$ cat src/ulsep_pkg.sv
// Shared constants and types of the low-speed USB endpoint control block.
// Assumes one clock domain and an 8-bit register port between the two ends.
package ulsep_pkg;

    // Register indices on the device register port.
    localparam logic [1:0] IDX_ADDR = 2'h0;
    localparam logic [1:0] IDX_IRQ0 = 2'h1;
    localparam logic [1:0] IDX_IRQ1 = 2'h2;
    localparam logic [1:0] IDX_CTL0 = 2'h3;

    // Field positions shared by several registers.
    localparam int BIT_7 = 7;
    localparam int BIT_6 = 6;
    localparam int BIT_5 = 5;
    localparam int BIT_4 = 4;
    localparam int BIT_3 = 3;
    localparam int BIT_2 = 2;
    localparam int BIT_1 = 1;
    localparam int BIT_0 = 0;

    // Controller APB register byte addresses.
    localparam logic [7:0] APB_INDEX = 8'h00;
    localparam logic [7:0] APB_WDATA = 8'h04;
    localparam logic [7:0] APB_CMD = 8'h08;
    localparam logic [7:0] APB_STATUS = 8'h0C;
    localparam int CMD_WRITE_BIT = 0;
    localparam int CMD_READ_BIT = 1;
    localparam int ST_BUSY_BIT = 0;
    localparam int ST_IRQ_BIT = 1;
    localparam int ST_IDLE_BIT = 2;
    localparam int ST_SUSP_BIT = 3;
    localparam int ST_RDATA_LSB = 8;

    // Bus idle time before firmware may suspend, and the clock rate.
    localparam int IDLE_TIME_US = 3000;
    localparam int CLK_MHZ = 100;
    localparam int IDLE_CYCLES = IDLE_TIME_US * CLK_MHZ;

    // Token kinds reported by the serial engine.
    typedef enum logic [1:0] {
        TOK_OUT,
        TOK_IN,
        TOK_SETUP,
        TOK_OTHER
    } ulsep_token_type;

    // Answer chosen for a token.
    typedef enum logic [2:0] {
        RESP_NONE,
        RESP_ACK,
        RESP_NAK,
        RESP_STALL,
        RESP_DATA
    } ulsep_resp_type;

endpackage : ulsep_pkg

$ cat src/ulsep_if.sv
// Register port joining the endpoint control logic and its controller.
// Assumes both ends run on the same clock.
interface ulsep_if;
    logic sel;
    logic wr;
    logic [1:0] idx;
    logic [7:0] wdata;
    logic [7:0] rdata;
    logic irq;

    modport device (
        input sel,
        input wr,
        input idx,
        input wdata,
        output rdata,
        output irq
    );

    modport ctrl (
        output sel,
        output wr,
        output idx,
        output wdata,
        input rdata,
        input irq
    );
endinterface : ulsep_if

$ cat src/ulsep_dev.sv
// Device end: registers, flags and token answers of the low-speed USB
// function's control logic. Assumes the serial engine on pclk reports
// tokens and completed handshakes as one-cycle pulses.

// Behaviour
// - Disabled module ignores tokens, pins off.
// - Seven-bit address, reset zero, matched.
// - Set tx-done after ACKed control transmit.
// - NAK control IN if disabled or done.
// - Writing one clears tx-done flag.
// - Set rx-done after ACKed control receive.
// - NAK control OUT if disabled or done.
// - Writing one clears rx-done flag.
// - Bus reset sets flag, resets system.
// - Suspend gates clock, powers analog down.
// - Firmware suspends after idle, clears later.
// - Control flags interrupt when enabled.
// - Shared tx-done set, NAKs further INs.
// - Writing one clears shared tx-done.
// - End-of-packet flag set, write-one clear.
// - Bus activity in suspend sets wakeup.
// - Shared and EOP flags interrupt enabled.
// - Toggle bit picks DATA1 or DATA0.
// - Stall answers STALL, SETUP clears it.
// - Four-bit count sizes control IN.
// - Firmware re-enables receive and transmit.
// - Firmware reads buffer before clearing.
// - All sources share one interrupt line.
module ulsep_dev #(
    parameter int ADDR_W = 7,
    parameter int CNT_W = 4
) (
    // Clock and power-on reset.
    input wire logic pclk,
    input wire logic presetn,
    // Register port.
    ulsep_if.device regs,
    // Tokens from the serial engine.
    input wire logic token_valid,
    input wire ulsep_pkg::ulsep_token_type token_kind,
    input wire logic [ADDR_W-1:0] token_addr,
    input wire logic [1:0] token_ep,
    input wire logic shared_tx_ready,
    // Completion events from the serial engine.
    input wire logic ctl_tx_acked,
    input wire logic ctl_rx_acked,
    input wire logic shared_tx_acked,
    input wire logic eop_detect,
    input wire logic bus_reset_detect,
    input wire logic bus_activity,
    // Answers to the serial engine.
    output ulsep_pkg::ulsep_resp_type resp,
    output logic resp_valid,
    output logic resp_data1,
    output logic [CNT_W-1:0] resp_count,
    // Module control.
    output logic usb_pins_enable,
    output logic usb_clock_stop,
    output logic analog_power_down,
    output logic system_reset
);

    typedef struct packed {
        logic enable;
        logic [ADDR_W-1:0] faddr;
        logic tx_done;
        logic rx_done;
        logic bus_reset;
        logic suspend;
        logic tx_ie;
        logic rx_ie;
        logic sh_done;
        logic eop;
        logic wakeup;
        logic sh_ie;
        logic eop_ie;
        logic toggle;
        logic stall;
        logic tx_en;
        logic rx_en;
        logic [CNT_W-1:0] count;
        logic [7:0] rdata;
        logic irq;
        ulsep_pkg::ulsep_resp_type resp;
        logic resp_valid;
        logic data1;
        logic [CNT_W-1:0] resp_count;
        logic sysrst;
    } ulsep_dev_state_type;

    ulsep_dev_state_type s_q;
    ulsep_dev_state_type s_d;
    logic wr_hit;
    logic hit;

    function automatic logic [7:0] read_reg(input ulsep_dev_state_type s,
                                            input logic [1:0] idx);
        logic [7:0] v;
        v = 8'h00;
        case (idx)
            ulsep_pkg::IDX_ADDR: v = {s.enable, s.faddr};
            ulsep_pkg::IDX_IRQ0: v = {s.tx_done, s.rx_done, s.bus_reset,
                                      s.suspend, s.tx_ie, s.rx_ie, 2'h0};
            ulsep_pkg::IDX_IRQ1: v = {s.sh_done, s.eop, s.wakeup, 1'h0,
                                      s.sh_ie, s.eop_ie, 2'h0};
            ulsep_pkg::IDX_CTL0: v = {s.toggle, s.stall, s.tx_en, s.rx_en,
                                      s.count};
            default: v = 8'h00;
        endcase
        return v;
    endfunction : read_reg

    assign wr_hit = regs.sel && regs.wr;
    // Tokens count only when enabled and addressed to this function.
    assign hit = token_valid && s_q.enable && token_addr == s_q.faddr;

    always_comb begin
        s_d = s_q;
        s_d.resp = ulsep_pkg::RESP_NONE;
        s_d.resp_valid = 1'b0;
        s_d.sysrst = 1'b0;
        // Software writes; clear strobes act only when their bit is one.
        if (wr_hit) begin
            case (regs.idx)
                ulsep_pkg::IDX_ADDR: begin
                    s_d.enable = regs.wdata[ulsep_pkg::BIT_7];
                    s_d.faddr = regs.wdata[ADDR_W-1:0];
                end
                ulsep_pkg::IDX_IRQ0: begin
                    s_d.suspend = regs.wdata[ulsep_pkg::BIT_4];
                    s_d.tx_ie = regs.wdata[ulsep_pkg::BIT_3];
                    s_d.rx_ie = regs.wdata[ulsep_pkg::BIT_2];
                    if (regs.wdata[ulsep_pkg::BIT_1]) begin
                        s_d.tx_done = 1'b0;
                    end
                    if (regs.wdata[ulsep_pkg::BIT_0]) begin
                        s_d.rx_done = 1'b0;
                    end
                end
                ulsep_pkg::IDX_IRQ1: begin
                    if (regs.wdata[ulsep_pkg::BIT_4]) begin
                        s_d.wakeup = 1'b0;
                    end
                    s_d.sh_ie = regs.wdata[ulsep_pkg::BIT_3];
                    s_d.eop_ie = regs.wdata[ulsep_pkg::BIT_2];
                    if (regs.wdata[ulsep_pkg::BIT_1]) begin
                        s_d.sh_done = 1'b0;
                    end
                    if (regs.wdata[ulsep_pkg::BIT_0]) begin
                        s_d.eop = 1'b0;
                    end
                end
                ulsep_pkg::IDX_CTL0: begin
                    s_d.toggle = regs.wdata[ulsep_pkg::BIT_7];
                    s_d.stall = regs.wdata[ulsep_pkg::BIT_6];
                    s_d.tx_en = regs.wdata[ulsep_pkg::BIT_5];
                    s_d.rx_en = regs.wdata[ulsep_pkg::BIT_4];
                    s_d.count = regs.wdata[CNT_W-1:0];
                end
                default: ;
            endcase
        end
        if (regs.sel && !regs.wr) begin
            s_d.rdata = read_reg(s_q, regs.idx);
        end
        // Token answers.
        if (hit) begin
            s_d.resp_valid = 1'b1;
            if (token_ep == 2'h0) begin
                case (token_kind)
                    ulsep_pkg::TOK_IN: begin
                        if (s_q.stall) begin
                            s_d.resp = ulsep_pkg::RESP_STALL;
                        end else if (!s_q.tx_en || s_q.tx_done) begin
                            s_d.resp = ulsep_pkg::RESP_NAK;
                        end else begin
                            s_d.resp = ulsep_pkg::RESP_DATA;
                            s_d.data1 = s_q.toggle;
                            s_d.resp_count = s_q.count;
                        end
                    end
                    ulsep_pkg::TOK_OUT: begin
                        if (s_q.stall) begin
                            s_d.resp = ulsep_pkg::RESP_STALL;
                        end else if (!s_q.rx_en || s_q.rx_done) begin
                            s_d.resp = ulsep_pkg::RESP_NAK;
                        end else begin
                            s_d.resp = ulsep_pkg::RESP_ACK;
                        end
                    end
                    ulsep_pkg::TOK_SETUP: begin
                        s_d.stall = 1'b0;
                        s_d.resp = ulsep_pkg::RESP_ACK;
                    end
                    default: s_d.resp_valid = 1'b0;
                endcase
            end else if (token_kind == ulsep_pkg::TOK_IN) begin
                if (s_q.sh_done || !shared_tx_ready) begin
                    s_d.resp = ulsep_pkg::RESP_NAK;
                end else begin
                    s_d.resp = ulsep_pkg::RESP_DATA;
                end
            end else begin
                s_d.resp_valid = 1'b0;
            end
        end
        // Hardware events; a set wins over a clear in the same cycle.
        if (ctl_tx_acked) begin
            s_d.tx_done = 1'b1;
        end
        if (ctl_rx_acked) begin
            s_d.rx_done = 1'b1;
        end
        if (shared_tx_acked) begin
            s_d.sh_done = 1'b1;
        end
        if (eop_detect) begin
            s_d.eop = 1'b1;
        end
        if (bus_activity && s_q.suspend) begin
            s_d.wakeup = 1'b1;
        end
        if (bus_reset_detect) begin
            s_d.bus_reset = 1'b1;
            s_d.sysrst = 1'b1;
        end
        // One shared interrupt line for all sources.
        s_d.irq = (s_d.tx_done && s_d.tx_ie) ||
                  (s_d.rx_done && s_d.rx_ie) ||
                  (s_d.sh_done && s_d.sh_ie) ||
                  (s_d.eop && s_d.eop_ie) ||
                  s_d.wakeup;
    end

    // Only the power-on reset clears the state, bus reset flag included.
    always_ff @(posedge pclk or negedge presetn) begin
        if (!presetn) begin
            s_q <= '0;
        end else begin
            s_q <= s_d;
        end
    end

    assign regs.rdata = s_q.rdata;
    assign regs.irq = s_q.irq;
    assign resp = s_q.resp;
    assign resp_valid = s_q.resp_valid;
    assign resp_data1 = s_q.data1;
    assign resp_count = s_q.resp_count;
    assign usb_pins_enable = s_q.enable;
    assign usb_clock_stop = s_q.suspend;
    assign analog_power_down = s_q.suspend;
    assign system_reset = s_q.sysrst;

endmodule : ulsep_dev

$ cat src/flat_wrapper.sv
// flat-port wrapper written by rule: the top's interface ports become plain ports
module ulsep_dev_flat 
#(
    parameter int ADDR_W = 7,
    parameter int CNT_W = 4
)
  (pclk, presetn, token_valid, token_kind, token_addr, token_ep, shared_tx_ready, ctl_tx_acked, ctl_rx_acked, shared_tx_acked, eop_detect, bus_reset_detect, bus_activity, resp, resp_valid, resp_data1, resp_count, usb_pins_enable, usb_clock_stop, analog_power_down, system_reset, regs_sel, regs_wr, regs_idx, regs_wdata, regs_rdata, regs_irq);
  ulsep_if regs_i ();
  input wire logic pclk;
  input wire logic presetn;
  input wire logic token_valid;
  input wire ulsep_pkg::ulsep_token_type token_kind;
  input wire logic [ADDR_W-1:0] token_addr;
  input wire logic [1:0] token_ep;
  input wire logic shared_tx_ready;
  input wire logic ctl_tx_acked;
  input wire logic ctl_rx_acked;
  input wire logic shared_tx_acked;
  input wire logic eop_detect;
  input wire logic bus_reset_detect;
  input wire logic bus_activity;
  output ulsep_pkg::ulsep_resp_type resp;
  output logic resp_valid;
  output logic resp_data1;
  output logic [CNT_W-1:0] resp_count;
  output logic usb_pins_enable;
  output logic usb_clock_stop;
  output logic analog_power_down;
  output logic system_reset;
  input wire logic [$bits(regs_i.sel)-1:0] regs_sel;
  input wire logic [$bits(regs_i.wr)-1:0] regs_wr;
  input wire logic [$bits(regs_i.idx)-1:0] regs_idx;
  input wire logic [$bits(regs_i.wdata)-1:0] regs_wdata;
  output wire logic [$bits(regs_i.rdata)-1:0] regs_rdata;
  output wire logic [$bits(regs_i.irq)-1:0] regs_irq;
  assign regs_i.sel = regs_sel;
  assign regs_i.wr = regs_wr;
  assign regs_i.idx = regs_idx;
  assign regs_i.wdata = regs_wdata;
  assign regs_rdata = regs_i.rdata;
  assign regs_irq = regs_i.irq;
  ulsep_dev #(.ADDR_W(ADDR_W), .CNT_W(CNT_W)) u_core (.pclk(pclk), .presetn(presetn), .regs(regs_i), .token_valid(token_valid), .token_kind(token_kind), .token_addr(token_addr), .token_ep(token_ep), .shared_tx_ready(shared_tx_ready), .ctl_tx_acked(ctl_tx_acked), .ctl_rx_acked(ctl_rx_acked), .shared_tx_acked(shared_tx_acked), .eop_detect(eop_detect), .bus_reset_detect(bus_reset_detect), .bus_activity(bus_activity), .resp(resp), .resp_valid(resp_valid), .resp_data1(resp_data1), .resp_count(resp_count), .usb_pins_enable(usb_pins_enable), .usb_clock_stop(usb_clock_stop), .analog_power_down(analog_power_down), .system_reset(system_reset));
endmodule
$ cat config.mk
export PLATFORM = sky130hd
export DESIGN_NAME = ulsep_dev_flat
export DESIGN_NICKNAME = d
export VERILOG_FILES = /design/src/ulsep_pkg.sv /design/src/ulsep_if.sv /design/src/ulsep_dev.sv /design/src/flat_wrapper.sv
export SDC_FILE = /design/constraint.sdc
export NUM_CORES = 1
export LEC_CHECK = 0
export BUFFER_PORTS_ARGS = -buffer_cell sky130_fd_sc_hd__buf_2
export CAP_MARGIN = 20
export CORE_ASPECT_RATIO = 1.5
export CORE_MARGIN = 2
export CORE_UTILIZATION = 45
export CTS_BUF_LIST = sky130_fd_sc_hd__clkbuf_8
export DETAILED_ROUTE_END_ITERATION = 8
export PLACE_DENSITY = 0.69
export REMOVE_ABC_BUFFERS = 1
export SLEW_MARGIN = 5
export SYNTH_ARGS = -nofsm -noshare
export SYNTH_HDL_FRONTEND = slang
export SYNTH_SLANG_ARGS = --single-unit
export TNS_END_PERCENT = 20
$ cat constraint.sdc
create_clock -name pclk -period 4.56 [get_ports pclk]
set_input_delay 0.456 -clock pclk [delete_from_list [all_inputs] [get_ports pclk]]
set_output_delay 0.456 -clock pclk [all_outputs]
set_load 0.02 [all_outputs]
==> results_dict.tcl, run 1 <==
set metrics [dict create \
    status "completed" \
    placed_cells 275 \
    layoutNonFillerInstCount 284 \
    drive_above_1_share 0.472 \
    critPathSlowestCell "dfrtp_1" \
    cp_cell_sequence "xor2_1 > nor4_2 > nand4_2 > mux2_2" \
    drt_iter0_drc 46 \
    synth_edf_count 0 \
    dr.pass1.iters 4 \
    async_flop_share 1.00 \
    antenna_cells 0 \
    worst_path_largest_cell_delay_ns 0.41 \
    initial_core_util 0.470 \
    grt_max_degree 47 \
    crit_required_ns 4.74 \
    setup-tns-final_ns 0 \
    setup_viol 0 \
    critPathKind "register to register" \
    synth_top_area_share 0.505 \
    syn_inst 177 \
    grt_pass1_vias 1597 \
    finalClockSkew_ns 0.0105 \
    synth_area_per_cell_um2 12.9 \
    drc 0 \
    dp_hpwl_um 3620 \
    fin_crit_sh 0.349 \
    antenna_found_initial 0 \
    core-area_um2 4850 \
    cts-root-buf "clkbuf_8" \
    worstPathArrival_ns 1.77 \
    die_h_um 91.2 \
    wire_per_inst_um 15.8 \
    tightest_slew_ns 0.541 \
    synth_ff_type "dfrtp_1" \
    track_usage 0.174 \
    cts_tree "built" \
    cap_violations 0 \
    yosysMostFrequentCell "dfrtp_1" \
    peakVddDrop_mv 0.213 \
    fmaxAchievable_mhz 628 \
    crit_path_start_kind "register" \
    fin_crit_ns 1.59 \
    die_w_um 62.1 \
    die-area_um2 5670 \
    synth-seq-cells 46 \
    cts_setup_buffers 0 \
    routed_via_density 5.14 \
    area_growth_pct 15.3 \
    grt_pass1_wl_um 7610 \
    clock_latency_ns 0.29 \
    htree_levels 2 \
    hp-class "primary input to async pin" \
    postCtsHoldBufs 0 \
    ys_seq_area_frac 0.505 \
    clkTransAtPathRegs_ns 0.09 \
    vias 1461 \
    cts-resized-gates 0 \
    grt_overflow 0 \
    ant_nets 0 \
    cp_max_fo 5 \
    yosysTopAreaCell "dfrtp_1" \
    yosys_warnings 0 \
    rsz0062_at_grt "no" \
    cts_buffers 5 \
    end_kind "register" \
    synthesis.area_um2 2280 \
    finalMaxSlewViolations 0 \
    synth_common_cells "46 x dfrtp_1, 29 x mux2_2, 16 x buf_4, 9 x nand2_1, 7 x xor2_1" \
    ys_types 36 \
    gp_congestion 0.798 \
    synth_area_leaders "dfrtp_1 50%, mux2_2 14%, mux4_1 5.8%" \
    cts_buffer_depth 2 \
    powerDensity_nw_per_um2 417 \
    ios 55 \
    hold_viol 0 \
    slew_headroom 0.639 \
    clock-sinks 46 \
    rows 31 \
    wl_um 4490 \
    finalNetCount 250 \
    final_util 0.542 \
    portBuffers 54 \
    power_leakage_nw 1.23 \
]
[sequential cells by signal, summed over array words and instances, names as in the netlist]
name,count
u_core.analog_power_down,1
u_core.system_reset,1
u_core.usb_pins_enable,1
u_core.s_q,25
u_core.resp,3
u_core.resp_data1,1
u_core.resp_valid,1
u_core.resp_count,4
u_core.regs.irq,1
u_core.regs.rdata,8
[worst max-delay path, delay by kind of cell (launching register included)]
family	cells	cell delay, ns
DFF	1	0.41
muxes	1	0.33
and+or+nand+nor	2	0.54
xor gates and xnor gates	1	0.20
[cell usage in the layout (no fill, tap or decap), drive strengths merged, types with 2 or more instances in the layout]
cell type,instances
or2,3
nor3,2
xor2,7
a21oi,6
nor4,4
nand2,9
a22oi,3
buf,55
nor2b,2
nand2b,2
mux4,5
and4b,2
nand4b,2
nor2,6
mux2,31
and2,2
bufinv,2
inv,5
a31oi,3
o21ai,5
clkbuf,6
dfrtp,46
[power by group]
| part | switching, W | internal [W] | total [W] |
|---|---|---|---|
| registers | 0.0000465 | 0.000470 | 0.000516 |
| clock network | 0.000127 | 0.000234 | 0.000361 |
| logic | 0.000110 | 0.000109 | 0.000219 |
| total | 0.000284 | 0.000812 | 0.00110 |
[path summary, 6_finish.rpt]
kind                                      startpoint              endpoint  slack, ns  depth (start not counted)
worst min register to register  u_core.regs.rdata[4]  u_core.regs.rdata[4]       0.48                          2
min in group pclk                   bus_reset_detect   u_core.system_reset       0.28                          1
worst max register to register        u_core.s_q[41]  u_core.resp_count[3]       2.97                          4
max in group asynchronous                    presetn        u_core.resp[0]       3.91                          2
worst max-delay path                  u_core.s_q[41]  u_core.resp_count[3]       2.97                          4
worst min-delay path                         presetn        u_core.s_q[32]       0.13                          1
[stage by stage]
step	worst slack, ns	hold slack, ns	total power [W]	instance area (um^2)
finish	2.97	0.133	0.00110	2630
global route	2.81	0.160	0.00115	2630
floorplan	3.06	0.160	0.000655	2110
detailed placement	2.74	0.470	0.000744	2460
global placement	2.75	0.457	0.000739	2460
CTS	2.94	0.272	0.00111	2600
[kinds of logic (layout without fill, tap and decap cells)]
| logic type | Yosys count | count (layout) | synth area share |
|---|---|---|---|
| and+or+nand+nor | 39 | 39 | 0.106 |
| DFF | 46 | 46 | 0.505 |
| xor gates and xnor gates | 7 | 7 | 0.0269 |
| AOI/OAI and AO/OA | 21 | 21 | 0.0598 |
| buffers and inverters | 27 | 68 | 0.0845 |
| muxes | 37 | 37 | 0.218 |
[routing by layer]
layer	wire [um]	global-route usage	vias up
li1	-	-	705
met1	1770	0.206	712
met2	2450	0.311	33
met3	142	0.0248	11
met4	121	0.0778	0
met5	0	0	-
[layout make-up]
class	count	area (um^2)
fillers	444	2220
clock inverters	2	60.1
repair buffers	55	298
well taps	66	82.6
clock buffers	6	82.6
multi-input cells	104	937
flip-flops and latches	46	1150
inverters	5	18.8
(Power assumes the default switching activity.)
==> inputs of run 2 (changes only) <==
==> constraint.sdc (replaced) <==
create_clock -name pclk -period 1.63 [get_ports pclk]
set_input_delay 0.163 -clock pclk [delete_from_list [all_inputs] [get_ports pclk]]
set_output_delay 0.163 -clock pclk [all_outputs]
set_load 0.02 [all_outputs]
==> run 2 against run 1 <==
Design area about the same; total power grew to 2.5 times the previous value; combinational power rose to 2.9 times the previous value; register-to-register slack got worse by 2.9 ns; routed wire length up 4.7%; final cell count rose by 3.2%; count of clock-buffer cells in the layout unchanged; flip-flop and latch count stayed put; via count grew 2.8%; global-route usage decreased by 0.052 points; clock skew is 0.0027 ns lower; worst hold slack worse by 0.071 ns.
==> results_dict.tcl, run 2 (same netlist as run 1, synthesis figures left out) <==
set metrics [dict create \
    drt_iter0_drc 50 \
    largest_register_ffs 25 \
    ant_nets 0 \
    placed_cells 283 \
    portBuffers 54 \
    crit_required_ns 1.81 \
    fmaxAchievable_mhz 635 \
    gp_congestion 0.878 \
    dr.pass1.iters 4 \
    ff2ff_setup_slack_ns 0.05 \
    grt_pass1_wl_um 7590 \
    wl_um 4700 \
    cts-root-buf "clkbuf_8" \
    rows 31 \
    cts_buffers 5 \
    core-area_um2 4850 \
    fin_crit_sh 0.967 \
    tightest_slew_ns 0.588 \
    cap_violations 0 \
    power_leakage_nw 1.24 \
    fin_area_um2 2630 \
    total_power_w 0.00276 \
    powerDensity_nw_per_um2 1050 \
    ios 55 \
    grt_max_degree 47 \
    end_kind "register" \
    holdPathStages 2 \
    htree_levels 2 \
    r2r-end "u_core.resp_data1" \
    die_h_um 91.2 \
    worstPathArrival_ns 1.75 \
    rsz0062_at_grt "yes" \
    vias 1502 \
    finalClockSkew_ns 0.00783 \
    initial_core_util 0.470 \
    timing.rr.start "u_core.s_q[43]" \
    routed_via_density 5.13 \
    clkTransAtPathRegs_ns 0.08 \
    setup_viol 0 \
    antenna_found_initial 0 \
    setup-tns-final_ns 0 \
    peakVddDrop_mv 0.602 \
    area_growth_pct 15.4 \
    wire_per_inst_um 16.0 \
    slew_headroom 0.608 \
    place_area_um2 2520 \
    min_to "u_core.resp[1]" \
    grt_overflow 0 \
    critPathKind "register to register" \
    antenna_cells 0 \
    fillers 438 \
    cts_tree "built" \
    status "completed" \
    die_w_um 62.1 \
    track_usage 0.173 \
    cts-resized-gates 0 \
    top_register "u_core.s_q" \
    finalNetCount 259 \
    die-area_um2 5670 \
    finalMaxSlewViolations 0 \
    hold_viol 0 \
    drive_above_1_share 0.480 \
    fin_crit_ns 1.58 \
    grt_pass1_vias 1554 \
    cts_setup_buffers 0 \
    cp_max_fo 5 \
    drc 0 \
    hp-class "primary input to register" \
    final_util 0.543 \
    cts_buffer_depth 2 \
    final_common_cell "buf_2" \
    crit_path_start_kind "register" \
    clock-sinks 46 \
    dp_hpwl_um 3670 \
    clock_latency_ns 0.29 \
    layoutNonFillerInstCount 293 \
    hp-start "token_kind[1]" \
    final_cell_mix "54 x buf_2, 46 x dfrtp_1, 29 x mux2_2, 9 x nand2_1, 8 x buf_4" \
    worstRegToRegCells 4 \
]
==> run 2: cell count changes in the layout (fill, tap and decap cells not counted), sizes merged <==
cell	change
dlygate4sd3	+2
inv	+1
clkinv	+1
bufinv	-2
buf	+7
==> run 2: cell type report <==
type | count | area, um^2 | area share
tap | 66 | 82.6 | 0.0314
clock buffer | 6 | 82.6 | 0.0314
multi-input combinational | 104 | 937 | 0.356
timing repair buffer | 64 | 350 | 0.133
clock inverter | 2 | 8.76 | 0.00333
inverter | 5 | 18.8 | 0.00713
sequential | 46 | 1150 | 0.437
==> run 2: what timing repair did <==
action	in CTS	in global routing
endpoints found under the setup margin	0	7
hold endpoints to repair	47	0
hold buffers	2	0
==> run 2: worst max path at each step <==
stage                    from                   end  slack (ns)  cells after the start
2_1_floorplan  u_core.s_q[44]  u_core.resp_count[0]        0.19                      4
3_3_place_gp   u_core.s_q[43]     u_core.resp_data1         0.1                      4
3_5_place_dp   u_core.s_q[44]  u_core.resp_count[1]        0.05                      4
4_1_cts        u_core.s_q[44]     u_core.resp_data1        0.04                      4
5_1_grt        u_core.s_q[44]  u_core.resp_count[3]       -0.05                      4
6_report       u_core.s_q[43]     u_core.resp_data1        0.05                      4
==> run 2: layer usage <==
metal  up-vias  GRT usage  part of all wire
li1        717          -                 -
met5         -          0                 0
met1       735      0.204              0.42
met3        11     0.0235             0.028
met2        39      0.307              0.53
met4         0     0.0870             0.027
==> run 2: through the flow <==
step / worst slack (ns) / hold slack [ns]
5_1_grt: -0.0492 / 0.0584
6_report: 0.0543 / 0.0615
3_5_place_dp: 0.0519 / 0.287
2_1_floorplan: 0.187 / -0.133
3_3_place_gp: 0.0994 / 0.278
4_1_cts: 0.0387 / 0.0533
==> run 2: critical path: stages (launching register included) <==
cell and delay [ns]:
dfrtp_1 0.40, xor2_1 0.19, nor4_2 0.30, nand4_2 0.24
mux2_2 0.33
==> run 2: where the power goes <==
part,total [W],internal (W),switching (W)
clock,0.000695,0.000336,0.000359
combinational,0.000628,0.000309,0.000318
sequential,0.00143,0.00131,0.000120
